## src/common/acs_pkg.sv

```systemverilog
package acs_pkg;

    // Register index width; byte address is four times the index.
    localparam int REG_IDX_W = 5;
    localparam logic [4:0] IDX_SETUP_X = 5'h0E;
    localparam logic [4:0] IDX_SETUP_Y = 5'h0F;
    localparam logic [4:0] IDX_THR_XP = 5'h10;
    localparam logic [4:0] IDX_THR_YP = 5'h11;
    localparam logic [4:0] IDX_THR_XN = 5'h12;
    localparam logic [4:0] IDX_THR_YN = 5'h13;
    localparam logic [4:0] IDX_STATUS = 5'h14;
    localparam logic [4:0] IDX_LOCK = 5'h18;

    // Arming setup field positions and widths.
    localparam int WIN_POS_LSB = 0;
    localparam int WIN_NEG_LSB = 2;
    localparam int STRETCH_LSB = 4;
    localparam int SETUP_USED_W = 6;
    localparam int LOCK_BIT = 0;

    // Reset values.
    localparam logic [5:0] SETUP_RESET = 6'h0F;
    localparam logic [7:0] THR_RESET = 8'h00;
    localparam logic [7:0] THR_DISABLED = 8'h00;
    localparam logic [7:0] STATUS_RESET = 8'h11;

    // Status bit positions.
    localparam int ST_INTERNAL_FAULT = 6;
    localparam int ST_OVERRANGE = 5;
    localparam int ST_INIT = 4;
    localparam int ST_MISMATCH = 3;
    localparam int ST_OFFSET_Y = 2;
    localparam int ST_OFFSET_X = 1;
    localparam int ST_RESET = 0;
    localparam logic [7:0] STATUS_CLR_MASK = 8'h6F;

    // Window size base: size is this value shifted left by the field.
    localparam logic [4:0] WIN_BASE = 5'h02;

    // Stretch times in microseconds, upper figures, and the clock rate.
    localparam int unsigned CLK_MHZ = 200;
    localparam int unsigned STRETCH1_US = 16384;
    localparam int unsigned STRETCH2_US = 65536;
    localparam int unsigned STRETCH3_US = 262016;
    localparam int unsigned STRETCH1_CYC = STRETCH1_US * CLK_MHZ;
    localparam int unsigned STRETCH2_CYC = STRETCH2_US * CLK_MHZ;
    localparam int unsigned STRETCH3_CYC = STRETCH3_US * CLK_MHZ;
    localparam int STRETCH_CNT_W = 32;

    typedef enum logic [1:0] {
        ARM_OFF,
        ARM_MOVING_AVG,
        ARM_COUNT,
        ARM_UNFILTERED
    } acs_arm_mode_type;

    typedef struct packed {
        logic axisEn;
        logic posEn;
        logic negEn;
        logic [7:0] thrPos;
        logic [7:0] thrNeg;
        logic [4:0] winPos;
        logic [4:0] winNeg;
        logic [3:0] countLimit;
    } acs_axis_cfg_type;

    typedef struct packed {
        logic internalFault;
        logic overrange;
        logic mismatch;
        logic offsetY;
        logic offsetX;
    } acs_status_evt_type;

    typedef struct packed {
        logic [7:0] setupX;
        logic [7:0] setupY;
        logic [7:0] thrXP;
        logic [7:0] thrYP;
        logic [7:0] thrXN;
        logic [7:0] thrYN;
    } acs_crc_image_type;

endpackage : acs_pkg

```

## src/rtl/acs_pulse_stretch.sv

```systemverilog
module acs_pulse_stretch #(
    parameter int CNT_W = acs_pkg::STRETCH_CNT_W
) (
    // Clock, reset and clock enable.
    input logic sys_clk,
    input logic rst,
    input logic ce,
    // Condition and stretch setting.
    input logic axisEn,
    input logic cond,
    input logic [CNT_W-1:0] loadTicks,
    // Stretched arming output.
    output logic armOut
);

    logic [CNT_W-1:0] cntQ;
    logic [CNT_W-1:0] cntD;
    logic outQ;
    logic outD;
    wire cntBusy = (cntQ != '0);

    // The hold counter reloads while the condition stands, so a recurrence restarts it.
    always_comb begin
        cntD = cntQ;
        if (!axisEn) begin
            cntD = '0;
        end else if (cond) begin
            cntD = loadTicks;
        end else if (cntBusy) begin
            cntD = cntQ - 1'b1;
        end
        outD = axisEn & (cond | cntBusy);
    end

    // Output is a flop so downstream pin logic sees no glitches.
    always_ff @(posedge sys_clk or posedge rst) begin
        if (rst) begin
            cntQ <= '0;
            outQ <= 1'b0;
        end else if (ce) begin
            cntQ <= cntD;
            outQ <= outD;
        end
    end

    assign armOut = outQ;

endmodule : acs_pulse_stretch

```

## src/rtl/acs_arming_regs.sv

```systemverilog
// Function
// - Stretch field selects none, 16, 65, 262 ms.
// - Stretch time counted from internal clock.
// - Window fields meaning follows arming mode.
// - Moving average sizes 2, 4, 8, 16.
// - Count limit from positive field only.
// - Four independent unsigned 8-bit thresholds.
// - Threshold count equals one output LSB.
// - Zero threshold disables that polarity only.
// - Both zero disables axis and pin.
// - Threshold writes ignored after init lock.
// - Thresholds included in writable register CRC.
// - Status read clears transient flags.
// - Status layout bits 7 down to 0.
// - Init flag self clears, read keeps it.
module acs_arming_regs #(
    parameter int unsigned STRETCH1_CYC = acs_pkg::STRETCH1_CYC,
    parameter int unsigned STRETCH2_CYC = acs_pkg::STRETCH2_CYC,
    parameter int unsigned STRETCH3_CYC = acs_pkg::STRETCH3_CYC
) (
    // Clock, reset and clock enable.
    input logic sys_clk,
    input logic rst,
    input logic ce,
    // Avalon-MM slave, word addressed by register index.
    input logic [acs_pkg::REG_IDX_W-1:0] avs_address,
    input logic avs_read,
    input logic avs_write,
    input logic [31:0] avs_writedata,
    input logic [3:0] avs_byteenable,
    output logic [31:0] avs_readdata,
    output logic avs_waitrequest,
    // Status sources from device logic on this clock.
    input logic initDone,
    input acs_pkg::acs_status_evt_type statusEvt,
    // Arming datapath.
    input acs_pkg::acs_arm_mode_type armMode,
    input logic armCondX,
    input logic armCondY,
    output acs_pkg::acs_axis_cfg_type axisCfgX,
    output acs_pkg::acs_axis_cfg_type axisCfgY,
    output logic armOutX,
    output logic armOutY,
    // Lock and CRC engine view.
    output logic initDoneLock,
    output acs_pkg::acs_crc_image_type crcImage
);

    localparam int CW = acs_pkg::STRETCH_CNT_W;
    localparam int SW = acs_pkg::SETUP_USED_W;

    // Register storage.
    logic [SW-1:0] setupXQ;
    logic [SW-1:0] setupYQ;
    logic [7:0] thrXPQ;
    logic [7:0] thrYPQ;
    logic [7:0] thrXNQ;
    logic [7:0] thrYNQ;
    logic [7:0] statusQ;
    logic [7:0] statusD;
    logic lockQ;
    logic ackQ;
    logic [31:0] readDataQ;
    logic [31:0] readDataD;
    acs_pkg::acs_axis_cfg_type cfgXQ;
    acs_pkg::acs_axis_cfg_type cfgYQ;

    // Bus handshake: the first edge of a request captures read data, the second accepts.
    wire reqValid = avs_read | avs_write;
    wire accept = reqValid & ackQ & ce;
    wire wrAccept = accept & avs_write & avs_byteenable[0];
    wire rdAccept = accept & avs_read;
    assign avs_waitrequest = reqValid & ~ackQ;

    // Address decode.
    wire selSetupX = (avs_address == acs_pkg::IDX_SETUP_X);
    wire selSetupY = (avs_address == acs_pkg::IDX_SETUP_Y);
    wire selThrXP = (avs_address == acs_pkg::IDX_THR_XP);
    wire selThrYP = (avs_address == acs_pkg::IDX_THR_YP);
    wire selThrXN = (avs_address == acs_pkg::IDX_THR_XN);
    wire selThrYN = (avs_address == acs_pkg::IDX_THR_YN);
    wire selStatus = (avs_address == acs_pkg::IDX_STATUS);
    wire selLock = (avs_address == acs_pkg::IDX_LOCK);

    // Configuration writes are allowed only until the lock is set.
    wire cfgWrOpen = wrAccept & ~lockQ;
    wire [7:0] wrByte = avs_writedata[7:0];
    // Bits 7:6 are not stored; the host keeps them zero and they read as zero.
    wire [SW-1:0] wrSetup = wrByte[SW-1:0];

    // Read multiplexer; unmapped indices read zero.
    always_comb begin
        readDataD = 32'h0000_0000;
        case (1'b1)
            selSetupX: readDataD[SW-1:0] = setupXQ;
            selSetupY: readDataD[SW-1:0] = setupYQ;
            selThrXP: readDataD[7:0] = thrXPQ;
            selThrYP: readDataD[7:0] = thrYPQ;
            selThrXN: readDataD[7:0] = thrXNQ;
            selThrYN: readDataD[7:0] = thrYNQ;
            selStatus: readDataD[7:0] = statusQ;
            selLock: readDataD[acs_pkg::LOCK_BIT] = lockQ;
            default: readDataD = 32'h0000_0000;
        endcase
    end

    // Bus response flops; read data stands until the next read request captures anew.
    always_ff @(posedge sys_clk or posedge rst) begin
        if (rst) begin
            ackQ <= 1'b0;
            readDataQ <= 32'h0000_0000;
        end else if (ce) begin
            ackQ <= reqValid & ~ackQ;
            if (reqValid & ~ackQ & avs_read) begin
                readDataQ <= readDataD;
            end
        end
    end
    assign avs_readdata = readDataQ;

    // Writable configuration and threshold registers.
    always_ff @(posedge sys_clk or posedge rst) begin
        if (rst) begin
            setupXQ <= acs_pkg::SETUP_RESET;
            setupYQ <= acs_pkg::SETUP_RESET;
            thrXPQ <= acs_pkg::THR_RESET;
            thrYPQ <= acs_pkg::THR_RESET;
            thrXNQ <= acs_pkg::THR_RESET;
            thrYNQ <= acs_pkg::THR_RESET;
        end else if (ce && cfgWrOpen) begin
            if (selSetupX) setupXQ <= wrSetup;
            if (selSetupY) setupYQ <= wrSetup;
            if (selThrXP) thrXPQ <= wrByte;
            if (selThrYP) thrYPQ <= wrByte;
            if (selThrXN) thrXNQ <= wrByte;
            if (selThrYN) thrYNQ <= wrByte;
        end
    end

    // The lock is set once and only a reset releases it.
    always_ff @(posedge sys_clk or posedge rst) begin
        if (rst) begin
            lockQ <= 1'b0;
        end else if (ce && wrAccept && selLock && wrByte[acs_pkg::LOCK_BIT]) begin
            lockQ <= 1'b1;
        end
    end
    assign initDoneLock = lockQ;

    // Status next state. Only flags that were actually captured for the read are
    // cleared, so an event landing between capture and accept is not lost, and
    // a new event always wins over the clear.
    wire statusRdClr = rdAccept & selStatus;
    wire [7:0] clrMask = statusRdClr ? (acs_pkg::STATUS_CLR_MASK & readDataQ[7:0])
                                     : 8'h00;
    always_comb begin
        statusD = statusQ & ~clrMask;
        statusD[acs_pkg::ST_INTERNAL_FAULT] = statusD[acs_pkg::ST_INTERNAL_FAULT]
                                            | statusEvt.internalFault;
        statusD[acs_pkg::ST_OVERRANGE] = statusD[acs_pkg::ST_OVERRANGE] | statusEvt.overrange;
        statusD[acs_pkg::ST_MISMATCH] = statusD[acs_pkg::ST_MISMATCH] | statusEvt.mismatch;
        statusD[acs_pkg::ST_OFFSET_Y] = statusD[acs_pkg::ST_OFFSET_Y] | statusEvt.offsetY;
        statusD[acs_pkg::ST_OFFSET_X] = statusD[acs_pkg::ST_OFFSET_X] | statusEvt.offsetX;
        // The init flag ignores the read clear and drops only on completion.
        statusD[acs_pkg::ST_INIT] = statusQ[acs_pkg::ST_INIT] & ~initDone;
        statusD[7] = 1'b0;
    end

    // After reset the reset and init flags stand until their clearing events.
    always_ff @(posedge sys_clk or posedge rst) begin
        if (rst) begin
            statusQ <= acs_pkg::STATUS_RESET;
        end else if (ce) begin
            statusQ <= statusD;
        end
    end

    // Per-axis decode of setup and thresholds into the arming configuration.
    function automatic acs_pkg::acs_axis_cfg_type cfgDecode(
        input logic [SW-1:0] setup,
        input logic [7:0] thrP,
        input logic [7:0] thrN,
        input acs_pkg::acs_arm_mode_type mode
    );
        acs_pkg::acs_axis_cfg_type c;
        logic [1:0] wp;
        logic [1:0] wn;
        logic [4:0] limWide;
        wp = setup[acs_pkg::WIN_POS_LSB +: 2];
        wn = setup[acs_pkg::WIN_NEG_LSB +: 2];
        limWide = (acs_pkg::WIN_BASE << wp) - 5'h01;
        c = '0;
        // Thresholds pass through unscaled: one count is one output LSB.
        c.thrPos = thrP;
        c.thrNeg = thrN;
        c.posEn = (thrP != acs_pkg::THR_DISABLED);
        c.negEn = (thrN != acs_pkg::THR_DISABLED);
        c.axisEn = c.posEn | c.negEn;
        if (mode == acs_pkg::ARM_MOVING_AVG) begin
            c.winPos = acs_pkg::WIN_BASE << wp;
            c.winNeg = acs_pkg::WIN_BASE << wn;
        end else if (mode == acs_pkg::ARM_COUNT) begin
            c.countLimit = limWide[3:0];
        end
        return c;
    endfunction : cfgDecode

    wire acs_pkg::acs_axis_cfg_type cfgXD = cfgDecode(setupXQ, thrXPQ, thrXNQ, armMode);
    wire acs_pkg::acs_axis_cfg_type cfgYD = cfgDecode(setupYQ, thrYPQ, thrYNQ, armMode);

    // Registered so the datapath sees a clean copy one cycle after any change.
    always_ff @(posedge sys_clk or posedge rst) begin
        if (rst) begin
            cfgXQ <= '0;
            cfgYQ <= '0;
        end else if (ce) begin
            cfgXQ <= cfgXD;
            cfgYQ <= cfgYD;
        end
    end
    assign axisCfgX = cfgXQ;
    assign axisCfgY = cfgYQ;

    // Stretch length select; counts are cycles of the internal clock.
    function automatic logic [CW-1:0] stretchTicks(input logic [1:0] sel);
        logic [CW-1:0] t;
        case (sel)
            2'h1: t = CW'(STRETCH1_CYC);
            2'h2: t = CW'(STRETCH2_CYC);
            2'h3: t = CW'(STRETCH3_CYC);
            default: t = '0;
        endcase
        return t;
    endfunction : stretchTicks

    wire [1:0] stretchSelX = setupXQ[acs_pkg::STRETCH_LSB +: 2];
    wire [1:0] stretchSelY = setupYQ[acs_pkg::STRETCH_LSB +: 2];
    wire [CW-1:0] loadX = stretchTicks(stretchSelX);
    wire [CW-1:0] loadY = stretchTicks(stretchSelY);

    // A disabled axis drives its arming output low from the edge after its enable drops.
    acs_pulse_stretch #(
        .CNT_W(CW)
    ) u_stretch_x (
        .sys_clk(sys_clk),
        .rst(rst),
        .ce(ce),
        .axisEn(cfgXQ.axisEn),
        .cond(armCondX),
        .loadTicks(loadX),
        .armOut(armOutX)
    );

    acs_pulse_stretch #(
        .CNT_W(CW)
    ) u_stretch_y (
        .sys_clk(sys_clk),
        .rst(rst),
        .ce(ce),
        .axisEn(cfgYQ.axisEn),
        .cond(armCondY),
        .loadTicks(loadY),
        .armOut(armOutY)
    );

    // Writable image for the CRC engine, thresholds included.
    always_comb begin
        crcImage.setupX = {2'b00, setupXQ};
        crcImage.setupY = {2'b00, setupYQ};
        crcImage.thrXP = thrXPQ;
        crcImage.thrYP = thrYPQ;
        crcImage.thrXN = thrXNQ;
        crcImage.thrYN = thrYNQ;
    end

endmodule : acs_arming_regs

```

## config.mk

```make
export PLATFORM = sky130hd
export DESIGN_NAME = acs_arming_regs
export DESIGN_NICKNAME = d
export VERILOG_FILES = /design/src/common/acs_pkg.sv /design/src/rtl/acs_pulse_stretch.sv /design/src/rtl/acs_arming_regs.sv
export SDC_FILE = /design/constraint.sdc
export NUM_CORES = 1
export LEC_CHECK = 0
export BUFFER_PORTS_ARGS = -buffer_cell sky130_fd_sc_hd__buf_2
export CAP_MARGIN = 20
export CORE_MARGIN = 5
export CORE_UTILIZATION = 45
export CTS_CLUSTER_DIAMETER = 120
export DETAILED_ROUTE_END_ITERATION = 10
export PLACE_DENSITY = 0.8
export SLEW_MARGIN = 30
export SYNTH_ARGS = -nofsm -noshare
export SYNTH_HDL_FRONTEND = slang
export SYNTH_SLANG_ARGS = --single-unit
```

## constraint.sdc

```tcl
create_clock -name sys_clk -period 6.1 [get_ports sys_clk]
set_input_delay 0.305 -clock sys_clk [delete_from_list [all_inputs] [get_ports sys_clk]]
set_output_delay 0.305 -clock sys_clk [all_outputs]
set_load 0.01 [all_outputs]
```

# After elaboration in Yosys (flattened, before gate mapping)
# Index checks and enable logic that the tools add are counted.
totals:
  wordCells: 139
  regBits: 193
  inputBits: 56
classes:
  bitwise: 27
  n_eq_ne: 18
  n_addsub: 4
  n_mux: 37
  shift: 4
  reduce_logical: 19
op_table:
  columns: ["cell", "count"]
  rows:
  - ["2-to-1 mux 32 bit", 6]
  - ["case mux 26 bit (3 select lines)", 2]
  - ["nonzero test 32 bit", 2]
  - ["subtractor 32 x 1 -> 32 bit, second input constant", 2]
  - ["2-to-1 mux 5 bit", 7]
  - ["nonzero test 8 bit", 4]
  - ["== test 5 bit, second input constant", 6]
  - ["2-to-1 mux 10 bit", 2]
  - ["<< shifter 2 x 2 -> 5 bit, first input constant", 4]
  - ["AND reduction 2 bit", 9]
  - ["2-to-1 mux 4 bit", 4]
  - ["AND 1 bit", 12]
  - ["2-to-1 mux 2 bit", 6]
  - ["== test 2 bit, second input constant", 5]
  - ["== test 5 x 4 -> 1 bit, second input constant", 2]
  - ["OR 1 bit", 10]
  - ["2-to-1 mux 1 bit", 9]
  - ["subtractor 4 x 1 -> 4 bit, second input constant", 2]
  - ["AND 7 bit", 1]
  - ["2-to-1 mux 7 bit", 1]
  - ["inverter 7 bit", 1]
  - ["== test 2 x 1 -> 1 bit, second input constant", 3]
  - ["!= test 3 x 2 -> 1 bit, second input constant", 2]
  - ["logical AND 1 bit", 4]
  - ["inverter 1 bit", 3]

# Depth between registers and ports, before layout
# Gate-level depths: netlist (run 1).
depth:
  word_depth: 9
  ltp_mapped: 10
  ltp_nobuf: 7

# Hierarchy
# From an unflattened synthesis (run 1), not the netlist that was laid out.
hier_totals:
  hier_cells: 1022
  hier_area_um2: 10304.9
by_module_without_submodules:
  columns: ["mod", "cells_per_inst", "n_inst", "area_per_inst_um2"]
  rows:
  - ["acs_arming_regs", 496, 1, 5883.1]
  - ["acs_pulse_stretch at u_stretch_x", 268, 1, 2264.7]
  - ["acs_pulse_stretch at u_stretch_y", 258, 1, 2157.1]

# Worst setup path before layout (run 1)
# Ideal clock, no wire load.
synth_timing:
  path_kind: "flip-flop to flip-flop"
  start: "reg u_stretch_y.cntQ[9]"
  end: "reg u_stretch_y.cntQ[27]"
  path_slack_ps: 3392
  path_buffers: 1
  t_arrival_ps: 2582
  stages_incl_launch_ff: 7
  t_required_ps: 5974
  period_less_slack_ps: 2708
  path_cell_list: "dfrtp_1 > or4_4 > or4_1 > buf_2 > or4_4 > o311a_1 > a221o_1"
synth_between:
  elab_chain_len: 4
  word_cells_on_any_way: 7
  classes_between: "add/sub (1); eq/ne (1); mux (3); reduce/logical (2)"
synth_rtl:
  columns: ["element", "line", "source"]
  rows:
  - ["from (decl)", "acs_pulse_stretch.sv:16", "logic [CNT_W-1:0] cntQ;"]
  - ["from (signal assigned)", "acs_pulse_stretch.sv:41", "cntQ <= cntD;"]
  - ["subtractor 32 x 1 -> 32 bit", "acs_pulse_stretch.sv:30", "cntD = cntQ - 1'b1;"]
  - ["2-to-1 mux 32 bit", "acs_pulse_stretch.sv:29", "end else if (cntBusy) begin"]
  - ["2-to-1 mux 32 bit", "acs_pulse_stretch.sv:27", "end else if (cond) begin"]
  - ["2-to-1 mux 32 bit", "acs_pulse_stretch.sv:25", "if (!axisEn) begin"]
# Parallel ways exist; a longest one is shown, timed or not. The select of a mux whose other input is x is not followed.
# A chain may end at the register's enable or synchronous reset.

# Worst setup path after layout (run 1)
layout_timing:
  start: "reg u_stretch_y.cntQ[0]"
  end: "reg u_stretch_y.cntQ[10]"
# The elaborated chain is that of the path after synthesis.

==> flow_summary.json, run 1 <==
{
  "worstSkewPairLatency_ns": 0.44,
  "grt_remaining_overflow": 0,
  "layout_setup_ws_ns": 2.68,
  "antenna_found_initial": 0,
  "worst_setup_path_end_kind": "register",
  "clockRootBuffer": "clkbuf_16",
  "die_h_um": 156,
  "ys_seq_area_frac": 0.491,
  "worstPathMaxFanout": 16,
  "wl_mm": 26.9,
  "r2r-start": "u_stretch_y.cntQ[0]$_DFFE_PP0P_",
  "ys_types": 72,
  "slew_headroom": 0.339,
  "ios": 206,
  "cts_setup_buffers": 0,
  "rsz0062_at_grt": "no",
  "die_x_um": 156,
  "synth_fa_ha_area_frac": 0.00260,
  "area_growth_pct": 12.0,
  "async_flop_share": 1.00,
  "ys_warn_count": 0,
  "crit_chain": "inv_1 -> ha_1 -> or4b_1 -> or4_1 -> o41ai_4 -> o21ai_0 -> o21ai_1",
  "hold_violations": 0,
  "num_antenna_cells": 0,
  "multi_input_area_um2": 4210,
  "fin_crit_ns": 3.42,
  "die-area_um2": 24400,
  "synth-edff-count": 0,
  "fin_worst_skew_ns": 0.0109,
  "synth_top_family_by_area": "compound AO/OA/AOI/OAI gates",
  "grt_pass1_wl_mm": 42.5,
  "cp_slowest_cell": "o41ai_4",
  "numCtsBuffers": 17,
  "htreeDepth": 4,
  "dpl_worst_slack_ns": 2.74,
  "layout.nets": 1079,
  "synth_cells": 937,
  "drc_errors": 0,
  "synth_largest_type_area_fraction": 0.463,
  "slowest_delay_ns": 0.95,
  "gr-usage-all-layers": 0.218,
  "cts_buffer_depth": 2,
  "reg2reg_to": "u_stretch_y.cntQ[10]$_DFFE_PP0P_",
  "arrival_ns": 3.77,
  "path_class": "register to register",
  "postSynthAreaPerCell_um2": 10.3,
  "port_buffers": 146,
  "synthMuxAreaShare": 0.0808,
  "peakVddDrop_v": 0.000188,
  "status": "complete, no violations",
  "reg2reg_depth": 7,
  "synth_compound_area_frac": 0.193,
  "tritoncts": "yes",
  "synth_xor_area_frac": 0.000911,
  "synth-main-ff-cell": "dfrtp_1",
  "setup_violations": 0,
  "dpl.hpwl_mm": 18.8,
  "cts_hold_buf": 0,
  "worst-endpoint-required_ns": 6.46,
  "placed_cell_area_um2": 10200,
  "wl_per_cell_um": 20.6,
  "drt_iter0_drc": 832,
  "min_period_over_period": 0.560,
  "grt_pass1_vias": 7744,
  "timing.fmax_mhz": 293,
  "max_slew.worst_pin.slew_ns": 0.987,
  "path_clk_slew_ns": 0.07,
  "power_leakage_uw": 0.00510,
  "drtPass1Iterations": 6,
  "synth-simple-area-share": 0.145,
  "place.gp.congestion": 0.903,
  "fillers": 1847,
  "maxCapViolCount": 0,
  "cts_resized": 0,
  "ys_seq_elements": 188,
  "final_layout_size_suffix_gt1_frac": 0.281,
  "fin_area_um2": 10800,
  "setup_tns_ns": 0,
  "yosys.area.top_type": "dfrtp_1",
  "synth_area_um2": 9620,
  "core-area_um2": 21000,
  "cts.sinks": 188,
  "min_path_type": "input pin to async pin",
  "avgViaCountPerCell": 6.12,
  "grt_max_degree": 112,
  "worstSetupStartpointType": "register",
  "r2r_slack_ns": 2.68,
  "fin_hold_ws_ns": 0.0180,
  "yosys-top-cells-area": "dfrtp_1, mux2_2, buf_4",
  "vias": 8005,
  "register_area_um2": 4720,
  "core.rowCount": 53,
  "power_uw": 3460,
  "drv_slew": 0,
  "drt.antenna.violating_nets": 0,
  "power.density_nw_per_um2": 321,
  "start_util": 0.457
}
[per-layer routing]
layer | global-route usage | part of all wire | up-vias
met2 | 0.339 | 0.46 | 405
li1 | - | - | 3581
met1 | 0.297 | 0.42 | 3967
met5 | 0 | 0 | -
met3 | 0.0533 | 0.086 | 52
met4 | 0.0831 | 0.032 | 0
[area by class of cell]
type                    count  share of cell area
flip-flops and latches    188               0.438
well taps                 275              0.0319
inverters                  36              0.0132
clock buffers              19              0.0420
multi-input cells         626               0.391
clock inverters            13              0.0111
repair buffers            152              0.0726
[sequential cells by signal, indices dropped and copies added, names as in the netlist]
name	count
ackQ	1
avs_readdata	8
axisCfgX	31
axisCfgY	30
initDoneLock	1
setupXQ	6
setupYQ	6
statusQ	7
thrXNQ	8
thrXPQ	8
thrYNQ	8
thrYPQ	8
u_stretch_x.armOut	1
u_stretch_x.cntQ	32
u_stretch_y.armOut	1
u_stretch_y.cntQ	32
[critical path: cells and delay by family, from the launching register on]
family / cells / cell delay (ns)
AO/OA/AOI/OAI: 3 / 1.33
adder cells (fa/ha/maj): 1 / 0.21
buffers and inverters: 1 / 0.10
flip-flops: 1 / 0.42
AND/OR/NAND/NOR: 2 / 1.28
[placed cells by master (no fill, tap or decap), types with 9 or more instances in the layout]
master     netlist  layout
or4_1           14      14
dfrtp_1        178     178
a22o_1          20      20
o31ai_1         10      10
or3_1           11      11
nor2_1          46      46
nand3_1         11      11
a31oi_1         30      29
a21oi_1         39      39
buf_2            5     145
o21ai_0         80      80
nand2_1         52      52
a21o_1          14      14
dfstp_2         10      10
mux2_2          69      69
nor4_1          31      30
nor3_1          24      24
inv_1           36      35
clkbuf_16        0      17
o22ai_1          9       9
conb_1           1      32
[synthesized netlist by cell type (6+ instances only)]
| cell | count |
|---|---|
| dfrtp_1 | 178 |
| o21ai_0 | 80 |
| mux2_2 | 69 |
| buf_4 | 67 |
| nand2_1 | 52 |
| nor2_1 | 46 |
| a21oi_1 | 39 |
| clkbuf_1 | 38 |
| inv_1 | 36 |
| nor4_1 | 31 |
| a31oi_1 | 30 |
| nor3_1 | 24 |
| a22o_1 | 20 |
| a21o_1 | 14 |
| or4_1 | 14 |
| nand3_1 | 11 |
| or3_1 | 11 |
| dfstp_2 | 10 |
| o31ai_1 | 10 |
| o22ai_1 | 9 |
| a32o_1 | 8 |
| buf_1 | 8 |
| nand2b_1 | 8 |
| o2bb2ai_1 | 8 |
| or2_2 | 8 |
| nand4_1 | 7 |
| a221o_1 | 6 |
[logic make-up (layout without fill, tap and decap cells)]
logic type,after synthesis,count (layout)
flip-flops,188,188
other,1,32
XOR/XNOR,1,1
buffers and inverters,154,220
AND/OR/NAND/NOR,251,251
AO/OA/AOI/OAI,271,271
adder cells (fa/ha/maj),2,2
multiplexers,69,69
[power by group]
group	switching, uW	internal [uW]
registers	186	1390
clock network	537	564
logic	485	294
total	1210	2250
[worst max path at each step]
stage,from,endpoint,slack (ns),cells past startpoint
after floorplan,rst,ackQ$_DFFE_PP0P_,0.70,1
after global placement,u_stretch_y.cntQ[0]$_DFFE_PP0P_,u_stretch_y.cntQ[18]$_DFFE_PP0P_,2.85,7
after detailed placement,u_stretch_y.cntQ[0]$_DFFE_PP0P_,u_stretch_y.cntQ[10]$_DFFE_PP0P_,2.74,7
after CTS,u_stretch_y.cntQ[0]$_DFFE_PP0P_,u_stretch_y.cntQ[10]$_DFFE_PP0P_,2.70,7
after global routing,u_stretch_y.cntQ[0]$_DFFE_PP0P_,u_stretch_y.cntQ[10]$_DFFE_PP0P_,2.45,7
final,u_stretch_y.cntQ[0]$_DFFE_PP0P_,u_stretch_y.cntQ[10]$_DFFE_PP0P_,2.68,7
[stage by stage]
stage / utilization / instances
6_report: 0.512 / 1309
5_1_grt: 0.512 / 1309
4_1_cts: 0.512 / 1309
3_5_place_dp: 0.485 / 1277
3_3_place_gp: 0.484 / 1277
2_1_floorplan: - / 968
Note: power is estimated with default switching activity, not from simulation.
==> run 2, diff against run 1 <==
- PLACE_DENSITY: 0.8 -> 0.83
- clock period: 6.1 -> 3.1 ns (I/O delays scaled with it)
==> flow_summary.json, run 2 (synthesis gave the netlist of run 1 again) <==
{
  "status": "complete, no violations",
  "port_buffers": 146,
  "fin_hold_ws_ns": 0.0299,
  "grt_pass1_wl_mm": 42.7,
  "place_inst": 1302,
  "antenna_found_initial": 0,
  "arrival_ns": 3.23,
  "slew_headroom": 0.426,
  "wl_mm": 26.6,
  "die_h_um": 156,
  "die_x_um": 156,
  "power_leakage_uw": 0.00528,
  "ios": 206,
  "cts.sinks": 188,
  "worstSkewPairLatency_ns": 0.45,
  "maxCapViolCount": 0,
  "fin_area_um2": 11100,
  "dpl.hpwl_mm": 19.2,
  "layout.nets": 1112,
  "die-area_um2": 24400,
  "drc_errors": 0,
  "slowest_delay_ns": 0.59,
  "min_path_type": "input pin to register",
  "peakVddDrop_v": 0.000404,
  "area_growth_pct": 15.4,
  "grt_max_degree": 62,
  "avgViaCountPerCell": 5.99,
  "fin_crit_ns": 2.90,
  "place.gp.congestion": 0.953,
  "path_class": "register to register",
  "r2r_slack_ns": 0.20,
  "setup_violations": 0,
  "crit_chain": "inv_1 -> ha_1 -> or3b_2 -> nor4_2 -> a31o_2 -> o21ai_0 -> a22o_1",
  "grt_pass1_vias": 7809,
  "path_clk_slew_ns": 0.08,
  "fin_worst_skew_ns": 0.0114,
  "min_period_over_period": 0.936,
  "worst_setup_path_end_kind": "register",
  "power.density_nw_per_um2": 629,
  "placed_cell_area_um2": 10400,
  "htreeDepth": 4,
  "clockRootBuffer": "clkbuf_16",
  "drt_iter0_drc": 747,
  "core-area_um2": 21000,
  "gr-usage-all-layers": 0.219,
  "setup_tns_ns": 0,
  "num_antenna_cells": 0,
  "drtPass1Iterations": 7,
  "cts_setup_buffers": 0,
  "vias": 8045,
  "timing.fmax_mhz": 345,
  "rsz0062_at_grt": "no",
  "layout_setup_ws_ns": 0.200,
  "drv_slew": 0,
  "final_cells": 1342,
  "numCtsBuffers": 17,
  "grt_remaining_overflow": 0,
  "worst-endpoint-required_ns": 3.43,
  "core.rowCount": 53,
  "max_slew.worst_pin.slew_ns": 0.857,
  "tritoncts": "yes",
  "hold_violations": 0,
  "layout_commonest_cell": "dfrtp_1",
  "worstSetupStartpointType": "register",
  "start_util": 0.457,
  "final_layout_size_suffix_gt1_frac": 0.294,
  "wl_per_cell_um": 19.8,
  "cp_slowest_cell": "nor4_2",
  "drt.antenna.violating_nets": 0,
  "dpl_worst_slack_ns": 0.226,
  "cts_buffer_depth": 2,
  "final_cell_mix": "dfrtp_1, buf_2, o21ai_0, mux2_2, nand2_1",
  "worstPathMaxFanout": 22
}
## run 2: cell types whose count changed in the layout (fill, tap and decap cells not counted), moves of 2 or more
| cell | delta |
|---|---|
| buf_4 | +23 |
| dlygate4sd3_1 | +7 |
| buf_12 | +4 |
| clkinv_8 | +4 |
| clkinv_4 | +3 |
| inv_6 | -3 |
| inv_8 | -3 |
| clkbuf_8 | -2 |
## run 2: power by group
| part | total (uW) | internal, uW | switching (uW) |
|---|---|---|---|
| clock | 2240 | 1160 | 1080 |
| combinational | 1640 | 672 | 971 |
| sequential | 3090 | 2740 | 359 |
## run 2: stage by stage
step	util	power [uW]
6_report	0.528	6980
5_1_grt	0.528	7330
4_1_cts	0.527	6980
3_5_place_dp	0.495	4730
3_3_place_gp	0.494	4670
2_1_floorplan	-	4170
## run 2: critical path: cells and delay by family (launching register included)
family | cells | cell delay, ns
fa+ha+maj | 1 | 0.19
flops | 1 | 0.43
simple gates | 2 | 1.15
compound gates | 3 | 0.95
buf+inv | 1 | 0.08
## run 2: worst paths after layout
kind / from / cells after the start / end
min reg2reg: u_stretch_x.armOut$_DFFE_PP0P_ / 1 / u_stretch_x.armOut$_DFFE_PP0P_
max: u_stretch_x.cntQ[0]$_DFFE_PP0P_ / 7 / u_stretch_x.cntQ[19]$_DFFE_PP0P_
min in group asynchronous: rst / 3 / axisCfgY[2]$_DFFE_PP0P_
max reg2reg: u_stretch_x.cntQ[0]$_DFFE_PP0P_ / 7 / u_stretch_x.cntQ[19]$_DFFE_PP0P_
max in group asynchronous: rst / 4 / setupXQ[2]$_DFFE_PP1P_
min: avs_writedata[6] / 2 / thrYNQ[6]$_DFFE_PP0P_
## run 2: repair_timing
action                                 CTS  global route
gates resized for setup                  0             0
endpoints found under the hold margin   40             0
hold buffers                             7             0
## run 2: final cells by class
| cell class | count | area [um2] |
|---|---|---|
| clock buffer | 18 | 429 |
| fill | 1789 | 9920 |
| multi-input combinational | 626 | 4200 |
| clock inverter | 14 | 178 |
| tap | 275 | 344 |
| timing repair buffer | 185 | 1090 |
| inverter | 36 | 139 |
| sequential | 188 | 4720 |
## run 2: routing by layer
metal	wire (um)	GRT usage	share of wire	vias up
li1	-	-	-	3653
met1	11400	0.299	0.43	3937
met2	12200	0.337	0.46	415
met3	2370	0.0577	0.089	40
met4	653	0.0798	0.025	0
met5	0	0	0	-
